$ cat config.mk
export PLATFORM = sky130hd
export DESIGN_NAME = bles_entry_ctrl
export DESIGN_NICKNAME = d
export VERILOG_FILES = /design/src/rtl/bles_pkg.sv /design/src/rtl/bles_entry_ctrl.sv
export VERILOG_INCLUDE_DIRS = /design/src /design/src/rtl
export SDC_FILE = /design/constraint.sdc
export NUM_CORES = 1
export LEC_CHECK = 0
export ABC_AREA = 1
export BUFFER_PORTS_ARGS = -buffer_cell sky130_fd_sc_hd__buf_2
export CAP_MARGIN = 10
export CORE_AREA = 4 4 231 233
export CTS_BUF_LIST = sky130_fd_sc_hd__clkbuf_16
export DETAILED_ROUTE_END_ITERATION = 8
export DIE_AREA = 0 0 235 237
export GPL_TIMING_DRIVEN = 1
export HOLD_SLACK_MARGIN = 0.12
export PLACE_DENSITY_LB_ADDON = 0.1
export SLEW_MARGIN = 10
export SYNTH_ARGS = -nofsm -noshare
export SYNTH_HDL_FRONTEND = slang
export SYNTH_SLANG_ARGS = --single-unit
$ cat constraint.sdc
create_clock -name ref_clk_in -period 1.6 [get_ports ref_clk_in]
set_clock_uncertainty 0.05 [all_clocks]
set_input_delay 0.08 -clock ref_clk_in [delete_from_list [all_inputs] [get_ports ref_clk_in]]
set_output_delay 0.08 -clock ref_clk_in [all_outputs]
set_load 0.1 [all_outputs]
$ cat src/rtl/bles_defines.svh
// Purpose: constants for the loader entry control block
// Assumes: 250 MHz reference clock
// Notes:   definitions only
`ifndef BLES_DEFINES_SVH
`define BLES_DEFINES_SVH
// ==========================================================
// password and memory probe
`define BLES_PWD_W        256
`define BLES_WORD_W       32
`define BLES_BLANK_WORD   32'hffffffff
// ==========================================================
// factory configuration: loader enabled, entry level high, fast boot off
`define BLES_CFG_EN_RST   1'b1
`define BLES_CFG_LVL_RST  1'b1
`define BLES_CFG_FAST_RST 1'b0
// ==========================================================
// boot settle time before the entry pin is judged
`define BLES_SETTLE_NS    40
`define BLES_CLK_NS       4
`define BLES_SETTLE_CYC   ((`BLES_SETTLE_NS + `BLES_CLK_NS - 1) / `BLES_CLK_NS)
`define BLES_CNT_W        4
`endif

$ cat src/rtl/bles_pkg.sv
// Purpose: types for the loader entry control block
// Assumes: nothing
// Notes:   one-hot boot states
`default_nettype none
package bles_pkg;
    // ======================================================
    // boot sequence states
    typedef enum logic [4:0] {
        BLES_ST_SETTLE = 5'b00001,
        BLES_ST_PROBE  = 5'b00010,
        BLES_ST_DECIDE = 5'b00100,
        BLES_ST_LOADER = 5'b01000,
        BLES_ST_APP    = 5'b10000
    } bles_state_t;
    // link selection
    typedef enum logic [1:0] {
        BLES_LINK_NONE = 2'b00,
        BLES_LINK_UART = 2'b01,
        BLES_LINK_I2C  = 2'b10
    } bles_link_t;
endpackage : bles_pkg
`default_nettype wire

$ cat src/rtl/bles_entry_ctrl.sv
// Purpose: decide loader or application at boot, gate access by password
// Assumes: arst_n_in is the boot reset, fed by external_reset_pin_n
// Notes:   serial protocol engines sit outside; this block owns entry and gating
//          the decision is taken once per boot and only a reset can revisit it
//          the password compare is a plain 256-bit equality, one try per cycle that pwd_valid_in is high
// Operation
// - loader programs memory and configuration via uart/i2c
// - access refused until 256-bit password matches
// - configuration can disable the loader entirely
// - factory default has loader enabled
// - every entry path requires loader enabled
// - entry pin matching configured level starts loader
// - fast boot skips the entry pin check
// - blank reset vector and stack pointer start loader
// - software reset with loader command starts loader
// - entry pin is active-high digital input
// - low external reset resets, then pin rechecked
// - link uses uart rx/tx or i2c scl/sda
`include "bles_defines.svh"
`default_nettype none
module bles_entry_ctrl (
    // clock and boot reset
    input  wire logic                     ref_clk_in,
    input  wire logic                     arst_n_in,
    // device configuration
    input  wire logic                     cfg_loader_en_in,
    input  wire logic                     cfg_entry_level_in,
    input  wire logic                     cfg_fast_boot_in,
    input  wire logic                     cfg_valid_in,
    input  wire logic [`BLES_PWD_W-1:0]   cfg_password_in,
    // boot inputs
    input  wire logic                     loader_entry_pin_in,
    input  wire logic [`BLES_WORD_W-1:0]  reset_vector_in,
    input  wire logic [`BLES_WORD_W-1:0]  stack_pointer_in,
    input  wire logic                     sw_loader_cmd_in,
    // host password presentation from the loader engine
    input  wire logic                     pwd_valid_in,
    input  wire logic [`BLES_PWD_W-1:0]   pwd_value_in,
    // link pins
    input  wire logic                     loader_uart_receive_in,
    output logic                          loader_uart_transmit_out,
    input  wire logic                     loader_i2c_clock_in,
    input  wire logic                     loader_i2c_data_in,
    output logic                          loader_i2c_data_oe_n_out,
    // engine-side link
    input  wire logic                     eng_uart_tx_in,
    input  wire logic                     eng_i2c_pull_low_in,
    output logic                          eng_uart_rx_out,
    output logic                          eng_i2c_clock_out,
    output logic                          eng_i2c_data_out,
    output logic [1:0]                    link_sel_out,
    // decision and gating
    output logic                          decided_out,
    output logic                          loader_active_out,
    output logic                          app_start_out,
    output logic                          access_granted_out,
    output logic                          pwd_reject_out
);
    import bles_pkg::*;

    // ======================================================
    // pin synchronisers: three stages, change accepted when last two agree
    logic [2:0] pin_sync_ff;
    logic       pin_level_ff;
    logic [2:0] ser_pin;       // 0 rx, 1 scl, 2 sda
    logic [2:0] ser_level;     // filtered serial levels, same order
    logic       rx_level;
    logic       scl_level;
    logic       sda_level;

    // entry pin idles low because it is active high
    always_ff @(posedge ref_clk_in or negedge arst_n_in) begin
        if (!arst_n_in) begin
            pin_sync_ff  <= 3'h0;
            pin_level_ff <= 1'b0;
        end else begin
            pin_sync_ff <= {pin_sync_ff[1:0], loader_entry_pin_in};
            if (pin_sync_ff[1] == pin_sync_ff[2]) begin
                pin_level_ff <= pin_sync_ff[2];
            end
        end
    end

    // serial lines idle high, so reset loads ones and no false start follows it
    // one identical filter per serial pin
    assign ser_pin = {loader_i2c_data_in, loader_i2c_clock_in, loader_uart_receive_in};

    for (genvar g = 0; g < 3; g++) begin : g_ser_sync
        logic [2:0] sync_ff;
        logic       level_ff;

        // a level is accepted only once the last two stages agree
        always_ff @(posedge ref_clk_in or negedge arst_n_in) begin
            if (!arst_n_in) begin
                sync_ff  <= 3'h7;
                level_ff <= 1'b1;
            end else begin
                sync_ff <= {sync_ff[1:0], ser_pin[g]};
                if (sync_ff[1] == sync_ff[2]) begin
                    level_ff <= sync_ff[2];
                end
            end
        end

        assign ser_level[g] = level_ff;
    end : g_ser_sync

    // named taps for the router and the engine side
    assign rx_level  = ser_level[0];
    assign scl_level = ser_level[1];
    assign sda_level = ser_level[2];

    // ======================================================
    // configuration capture after reset release
    // configuration is taken once settled so a mid-boot change cannot flip it
    // command and blank words are taken even with unprogrammed configuration,
    // since both paths must work on a factory-fresh part
    logic cfg_en_ff;
    logic cfg_lvl_ff;
    logic cfg_fast_ff;
    logic sw_cmd_ff;
    logic blank_ff;
    logic nxt_blank;

    assign nxt_blank = (reset_vector_in == `BLES_BLANK_WORD) &&
                       (stack_pointer_in == `BLES_BLANK_WORD);

    // ======================================================
    // boot sequence
    // timeline after reset release:
    //   settle  - the entry pin clears its filter before it is judged
    //   probe   - configuration, command and blank words are captured
    //   decide  - the entry request is judged exactly once
    //   loader or app - held until the next boot reset
    // trade-off: a fixed settle wait costs a few cycles of boot time but
    // needs no handshake with whatever drives the entry pin
    bles_state_t             state_ff;
    bles_state_t             nxt_state;
    logic [`BLES_CNT_W-1:0]  settle_cnt_ff;
    logic                    entry_req;
    logic                    pin_hit;
    logic                    blank_hit;
    logic                    sw_hit;

    // state decodes shared by the gate, the link router and the outputs
    function automatic logic in_loader(input bles_state_t s);
        return s == BLES_ST_LOADER;
    endfunction : in_loader

    function automatic logic is_decided(input bles_state_t s);
        return (s == BLES_ST_LOADER) || (s == BLES_ST_APP);
    endfunction : is_decided

    // settle timer lets the entry pin pass the synchroniser
    always_ff @(posedge ref_clk_in or negedge arst_n_in) begin
        if (!arst_n_in) begin
            settle_cnt_ff <= '0;
        end else if (state_ff == BLES_ST_SETTLE) begin
            settle_cnt_ff <= settle_cnt_ff + `BLES_CNT_W'(1);
        end
    end

    // unprogrammed flash defaults to loader-enabled entry
    always_ff @(posedge ref_clk_in or negedge arst_n_in) begin
        if (!arst_n_in) begin
            cfg_en_ff   <= `BLES_CFG_EN_RST;
            cfg_lvl_ff  <= `BLES_CFG_LVL_RST;
            cfg_fast_ff <= `BLES_CFG_FAST_RST;
            sw_cmd_ff   <= 1'b0;
            blank_ff    <= 1'b0;
        end else if (state_ff == BLES_ST_PROBE) begin
            if (cfg_valid_in) begin
                cfg_en_ff   <= cfg_loader_en_in;
                cfg_lvl_ff  <= cfg_entry_level_in;
                cfg_fast_ff <= cfg_fast_boot_in;
            end
            sw_cmd_ff <= sw_loader_cmd_in;
            blank_ff  <= nxt_blank;
        end
    end

    // any of three invocation paths, all behind the enable
    // kept as separate terms so each path can be traced on its own
    assign pin_hit   = !cfg_fast_ff && (pin_level_ff == cfg_lvl_ff);
    assign blank_hit = blank_ff;
    assign sw_hit    = sw_cmd_ff;
    assign entry_req = cfg_en_ff && (pin_hit || blank_hit || sw_hit);

    // next-state logic: loader and app are terminal until reset
    // no default branch: every one-hot code is listed and reset loads a legal one
    always_comb begin
        nxt_state = state_ff;
        unique case (state_ff)
            BLES_ST_SETTLE: begin
                if (settle_cnt_ff == `BLES_CNT_W'(`BLES_SETTLE_CYC - 1)) begin
                    nxt_state = BLES_ST_PROBE;
                end
            end
            BLES_ST_PROBE: begin
                nxt_state = BLES_ST_DECIDE;
            end
            BLES_ST_DECIDE: begin
                nxt_state = entry_req ? BLES_ST_LOADER : BLES_ST_APP;
            end
            BLES_ST_LOADER: begin
                nxt_state = BLES_ST_LOADER;
            end
            BLES_ST_APP: begin
                nxt_state = BLES_ST_APP;
            end
        endcase
    end

    // state register
    always_ff @(posedge ref_clk_in or negedge arst_n_in) begin
        if (!arst_n_in) begin
            state_ff <= BLES_ST_SETTLE;
        end else begin
            state_ff <= nxt_state;
        end
    end

    // ======================================================
    // password gate
    // limitation: the stored password is read live, so it must stay steady
    // while the loader runs; a wrong try costs one cycle and may be retried
    logic granted_ff;
    logic reject_ff;
    logic pwd_try;
    logic pwd_match;

    // a try counts only inside the loader and before a grant
    assign pwd_try   = in_loader(state_ff) && pwd_valid_in && !granted_ff;
    assign pwd_match = (pwd_value_in == cfg_password_in);

    // grant is sticky until reset; a wrong try pulses reject for one cycle
    always_ff @(posedge ref_clk_in or negedge arst_n_in) begin
        if (!arst_n_in) begin
            granted_ff <= 1'b0;
            reject_ff  <= 1'b0;
        end else begin
            reject_ff <= 1'b0;
            if (pwd_try) begin
                if (pwd_match) begin
                    granted_ff <= 1'b1;
                end else begin
                    reject_ff <= 1'b1;
                end
            end
        end
    end

    // ======================================================
    // link routing: first activity picks the link, locked until reset
    // hazard: activity on both links in one cycle resolves to the uart; once
    // locked the choice cannot move, so a noisy idle line can claim the loader
    bles_link_t link_ff;
    logic       tx_ff;
    logic       sda_oe_n_ff;

    always_ff @(posedge ref_clk_in or negedge arst_n_in) begin
        if (!arst_n_in) begin
            link_ff <= BLES_LINK_NONE;
        end else if (in_loader(state_ff) && link_ff == BLES_LINK_NONE) begin
            if (!rx_level) begin
                link_ff <= BLES_LINK_UART;
            end else if (!sda_level && scl_level) begin
                link_ff <= BLES_LINK_I2C;
            end
        end
    end

    // registered pin drive; open-drain sda enabled low while pulling low
    // registered so that no decode glitch reaches a pin that leaves the chip
    always_ff @(posedge ref_clk_in or negedge arst_n_in) begin
        if (!arst_n_in) begin
            tx_ff       <= 1'b1;
            sda_oe_n_ff <= 1'b1;
        end else begin
            tx_ff       <= (link_ff == BLES_LINK_UART) ? eng_uart_tx_in : 1'b1;
            sda_oe_n_ff <= !((link_ff == BLES_LINK_I2C) && eng_i2c_pull_low_in);
        end
    end

    // ======================================================
    // outputs; path flags decode the one-hot register, so they cannot glitch
    assign loader_uart_transmit_out = tx_ff;
    assign loader_i2c_data_oe_n_out = sda_oe_n_ff;
    assign eng_uart_rx_out          = rx_level;
    assign eng_i2c_clock_out        = scl_level;
    assign eng_i2c_data_out         = sda_level;
    assign link_sel_out             = link_ff;
    assign decided_out              = is_decided(state_ff);
    assign loader_active_out        = in_loader(state_ff);
    assign app_start_out            = (state_ff == BLES_ST_APP);
    assign access_granted_out       = granted_ff;
    assign pwd_reject_out           = reject_ff;
endmodule : bles_entry_ctrl
`default_nettype wire

==> results.sh <==
export IMPL_core_area_um2=51200
export IMPL_final_fill_count=6040
export IMPL_hold_viol_final=0
export IMPL_crit_type="reg2out"
export IMPL_avgSynthCellArea_um2=5.24
export IMPL_grt_pass1_vias=7968
export IMPL_grt_pass1_wl_um=45900
export IMPL_min_period_ns=1.52
export IMPL_worst_setup_path_start_kind="flop"
export IMPL_numCtsBuffers=5
export IMPL_grt_start_max_net_pins=37
export IMPL_via_per_inst=3.34
export IMPL_synth_cells=1098
export IMPL_synth_nets=1690
export IMPL_cts_tree="done"
export IMPL_max_freq_mhz=660
export IMPL_synth_edf_count=0
export IMPL_synth_commonest_cells="nand2_1, nor2_1, inv_1, xor2_1"
export IMPL_cp_top_family="flip-flops"
export IMPL_ios=602
export IMPL_hold_depth=5
export IMPL_use_met1=0.126
export IMPL_worstPathRequired_ns=1.47
export IMPL_worstMarginPinSlew_ns=0.523
export IMPL_synth_top_area_share=0.248
export IMPL_critPathMaxStageDelay_ns=0.42
export IMPL_slew_headroom=0.654
export IMPL_layout_setup_ws_ns=0.0846
export IMPL_post_route_period_util=0.947
export IMPL_powerDensity_nw_per_um2=506
export IMPL_clockBufferDepth=2
export IMPL_synth_area_um2=5750
export IMPL_synth_flop_cell="dfrtp_1"
export IMPL_clock_sinks=36
export IMPL_vdd_drop_max_uv=732
export IMPL_grtUsageMet2=0.201
export IMPL_grt_usage=0.106
export IMPL_die_area_um2=55700
export IMPL_rows=83
export IMPL_grt_overflow=0
export IMPL_finalSetupViolCount=0
export IMPL_yosysMostFrequentCell="nand2_1"
export IMPL_vias=8072
export IMPL_dp_hpwl_um=29700
export IMPL_firstDrtPassIters=5
export IMPL_ys_warn_count=0
export IMPL_drive_above_1_share=0.378
export IMPL_wire_per_inst_um=13.1
export IMPL_top_usage_layer="met2"
export IMPL_initial_core_util=0.112
export IMPL_grt_antenna_before_repair=7
export IMPL_clk_latency_ns=0.28
export IMPL_cts_htree_levels=2
export IMPL_hp_class="in2reg"
export IMPL_clkTransAtPathRegs_ns=0.06
export IMPL_cp_depth=5
export IMPL_ys_types=23
export IMPL_port_buffers=601
export IMPL_cts_root_buf="clkbuf_16"
export IMPL_ys_seq_area_frac=0.160
export IMPL_dp_cells=2388
export IMPL_first_iter_violations=186
export IMPL_path_cells="nor2_2 > inv_2 > nor3_4 > buf_4 > buf_12"
export IMPL_synth_area_leader_cell="nand2_1"
export IMPL_grt_met3_usage=0.0207
export IMPL_async_reset_ff_frac=1.00
export IMPL_drc=0
export IMPL_stdcell_count=2420
export IMPL_syn2layout_area_growth_pct=75.7
export IMPL_power_leakage_nw=6.25
export IMPL_die_w_um=235
export IMPL_fin_nets=2326
export IMPL_slew_violations=0
export IMPL_synth_seq_cells=36
export IMPL_cp_slowest_cell="dfrtp_1"
export IMPL_crit_buf_inv=3
export IMPL_cap_violations=0
export IMPL_ys_top_cells_by_area="nand2_1, xor2_1, nor2_1, inv_1, dfrtp_1"
export IMPL_dpl_worst_slack_ns=-0.276
export IMPL_gp_congestion=0.824
export IMPL_fp_dieH_um=237
export IMPL_critical_path_arrival_ns=1.39
export IMPL_status="finished clean"
export IMPL_crit_fanout=3
export IMPL_rsz0062_at_grt="yes"
export IMPL_critPathCaptureType="output pin"
export IMPL_wl_um=31700
export IMPL_postRouteAntennaNets=0
export IMPL_worstRegToRegCells=4
## layout by cell type (no fill, tap or decap), types with 6 or more instances in the layout
master / synthesis / routed
buf_2: 0 / 598
buf_4: 0 / 14
dfrtp_1: 19 / 18
dfstp_2: 17 / 17
dlygate4sd3_1: 0 / 14
inv_1: 231 / 230
nand2_1: 380 / 379
nand3_1: 12 / 12
nand4_1: 19 / 19
nor2_1: 252 / 247
o21ai_0: 8 / 6
xnor2_1: 16 / 16
xor2_1: 116 / 116
## stage by stage
step | total power, mW | setup TNS, ns | hold WS [ns] | utilization | instance area (µm²)
after floorplan | 2.77 | -4.65 | -0.266 | - | 5780
after global placement | 4.11 | -0.484 | 0.118 | 0.191 | 9760
after detailed placement | 4.12 | -0.534 | 0.120 | 0.191 | 9760
after CTS | 5.19 | 0 | 0.122 | 0.196 | 10100
after global routing | 5.57 | -0.0201 | 0.142 | 0.197 | 10100
final | 5.12 | 0 | 0.121 | 0.197 | 10100
## registers in the layout, summed over array words and instances, names as in the netlist
name,cells
eng_i2c_data_out,1
cfg_lvl_ff,1
settle_cnt_ff,4
pin_level_ff,1
eng_uart_rx_out,1
pwd_reject_out,1
sw_cmd_ff,1
cfg_en_ff,1
cfg_fast_ff,1
pin_sync_ff,3
blank_ff,1
g_ser_sync.sync_ff,9
eng_i2c_clock_out,1
loader_uart_transmit_out,1
loader_i2c_data_oe_n_out,1
state_ff,5
link_sel_out,2
access_granted_out,1
## kinds of logic (layout without fill, tap and decap cells)
| family | count (synthesis) | after routing | synth area share |
|---|---|---|---|
| flops | 36 | 36 | 0.160 |
| xor+xnor | 132 | 132 | 0.201 |
| buf+inv | 234 | 871 | 0.153 |
| simple gates | 674 | 674 | 0.459 |
| compound gates | 15 | 15 | 0.0137 |
| mux | 1 | 1 | 0.00261 |
| other cells | 0 | 5 | 0 |
| fa+ha+maj | 6 | 6 | 0.0113 |
## worst reg2reg max path: cells and delay by family (launching register included)
kind | cells | cell delay [ns]
AND/OR/NAND/NOR | 2 | 0.47
buffers and inverters | 1 | 0.13
flip-flops | 1 | 0.55
XOR/XNOR | 1 | 0.19
## worst paths after layout
check | startpoint | endpoint | slack, ns
setup / recovery | state_ff[2]$_DFFE_PN0P_ | app_start_out | 0.08
hold / removal | reset_vector_in[0] | blank_ff$_DFFE_PN0N_ | 0.12
setup reg to reg | state_ff[0]$_DFFE_PN1P_ | settle_cnt_ff[3]$_DFFE_PN0N_ | 0.14
hold reg to reg | pin_sync_ff[0]$_DFF_PN0_ | pin_sync_ff[1]$_DFF_PN0_ | 0.30
max in group asynchronous | arst_n_in | g_ser_sync[2].sync_ff[2]$_DFF_PN1_ | 0.81
min in group asynchronous | arst_n_in | cfg_fast_ff$_DFFE_PN0P_ | 0.33
## metal layers
layer / share of wire / wire length, µm
met1: 0.42 / 13300
met4: 0.0048 / 153
met3: 0.053 / 1690
met5: 0.0016 / 50
met2: 0.52 / 16500
## power by group
part           switching, mW  internal (mW)
clock network          0.395          0.574
registers              0.117           1.11
logic                   1.65           1.27
## area by class of cell
type	count	area [µm²]	share of cell area
multi-input cells	828	4000	0.396
clock buffers	5	125	0.0124
inverters	234	878	0.0869
repair buffers	629	3300	0.326
well taps	680	851	0.0842
clock inverters	3	17.5	0.00173
diodes	5	12.5	0.00124
flip-flops and latches	36	923	0.0913
## repair_timing
action	in CTS	in global routing
hold buffers	14	0
resized for setup	2	5
setup buffers	3	3
pin swaps	3	3
setup endpoints to repair	2	5
hold endpoints to repair	31	0
Note: power is estimated with default switching activity, not from simulation.
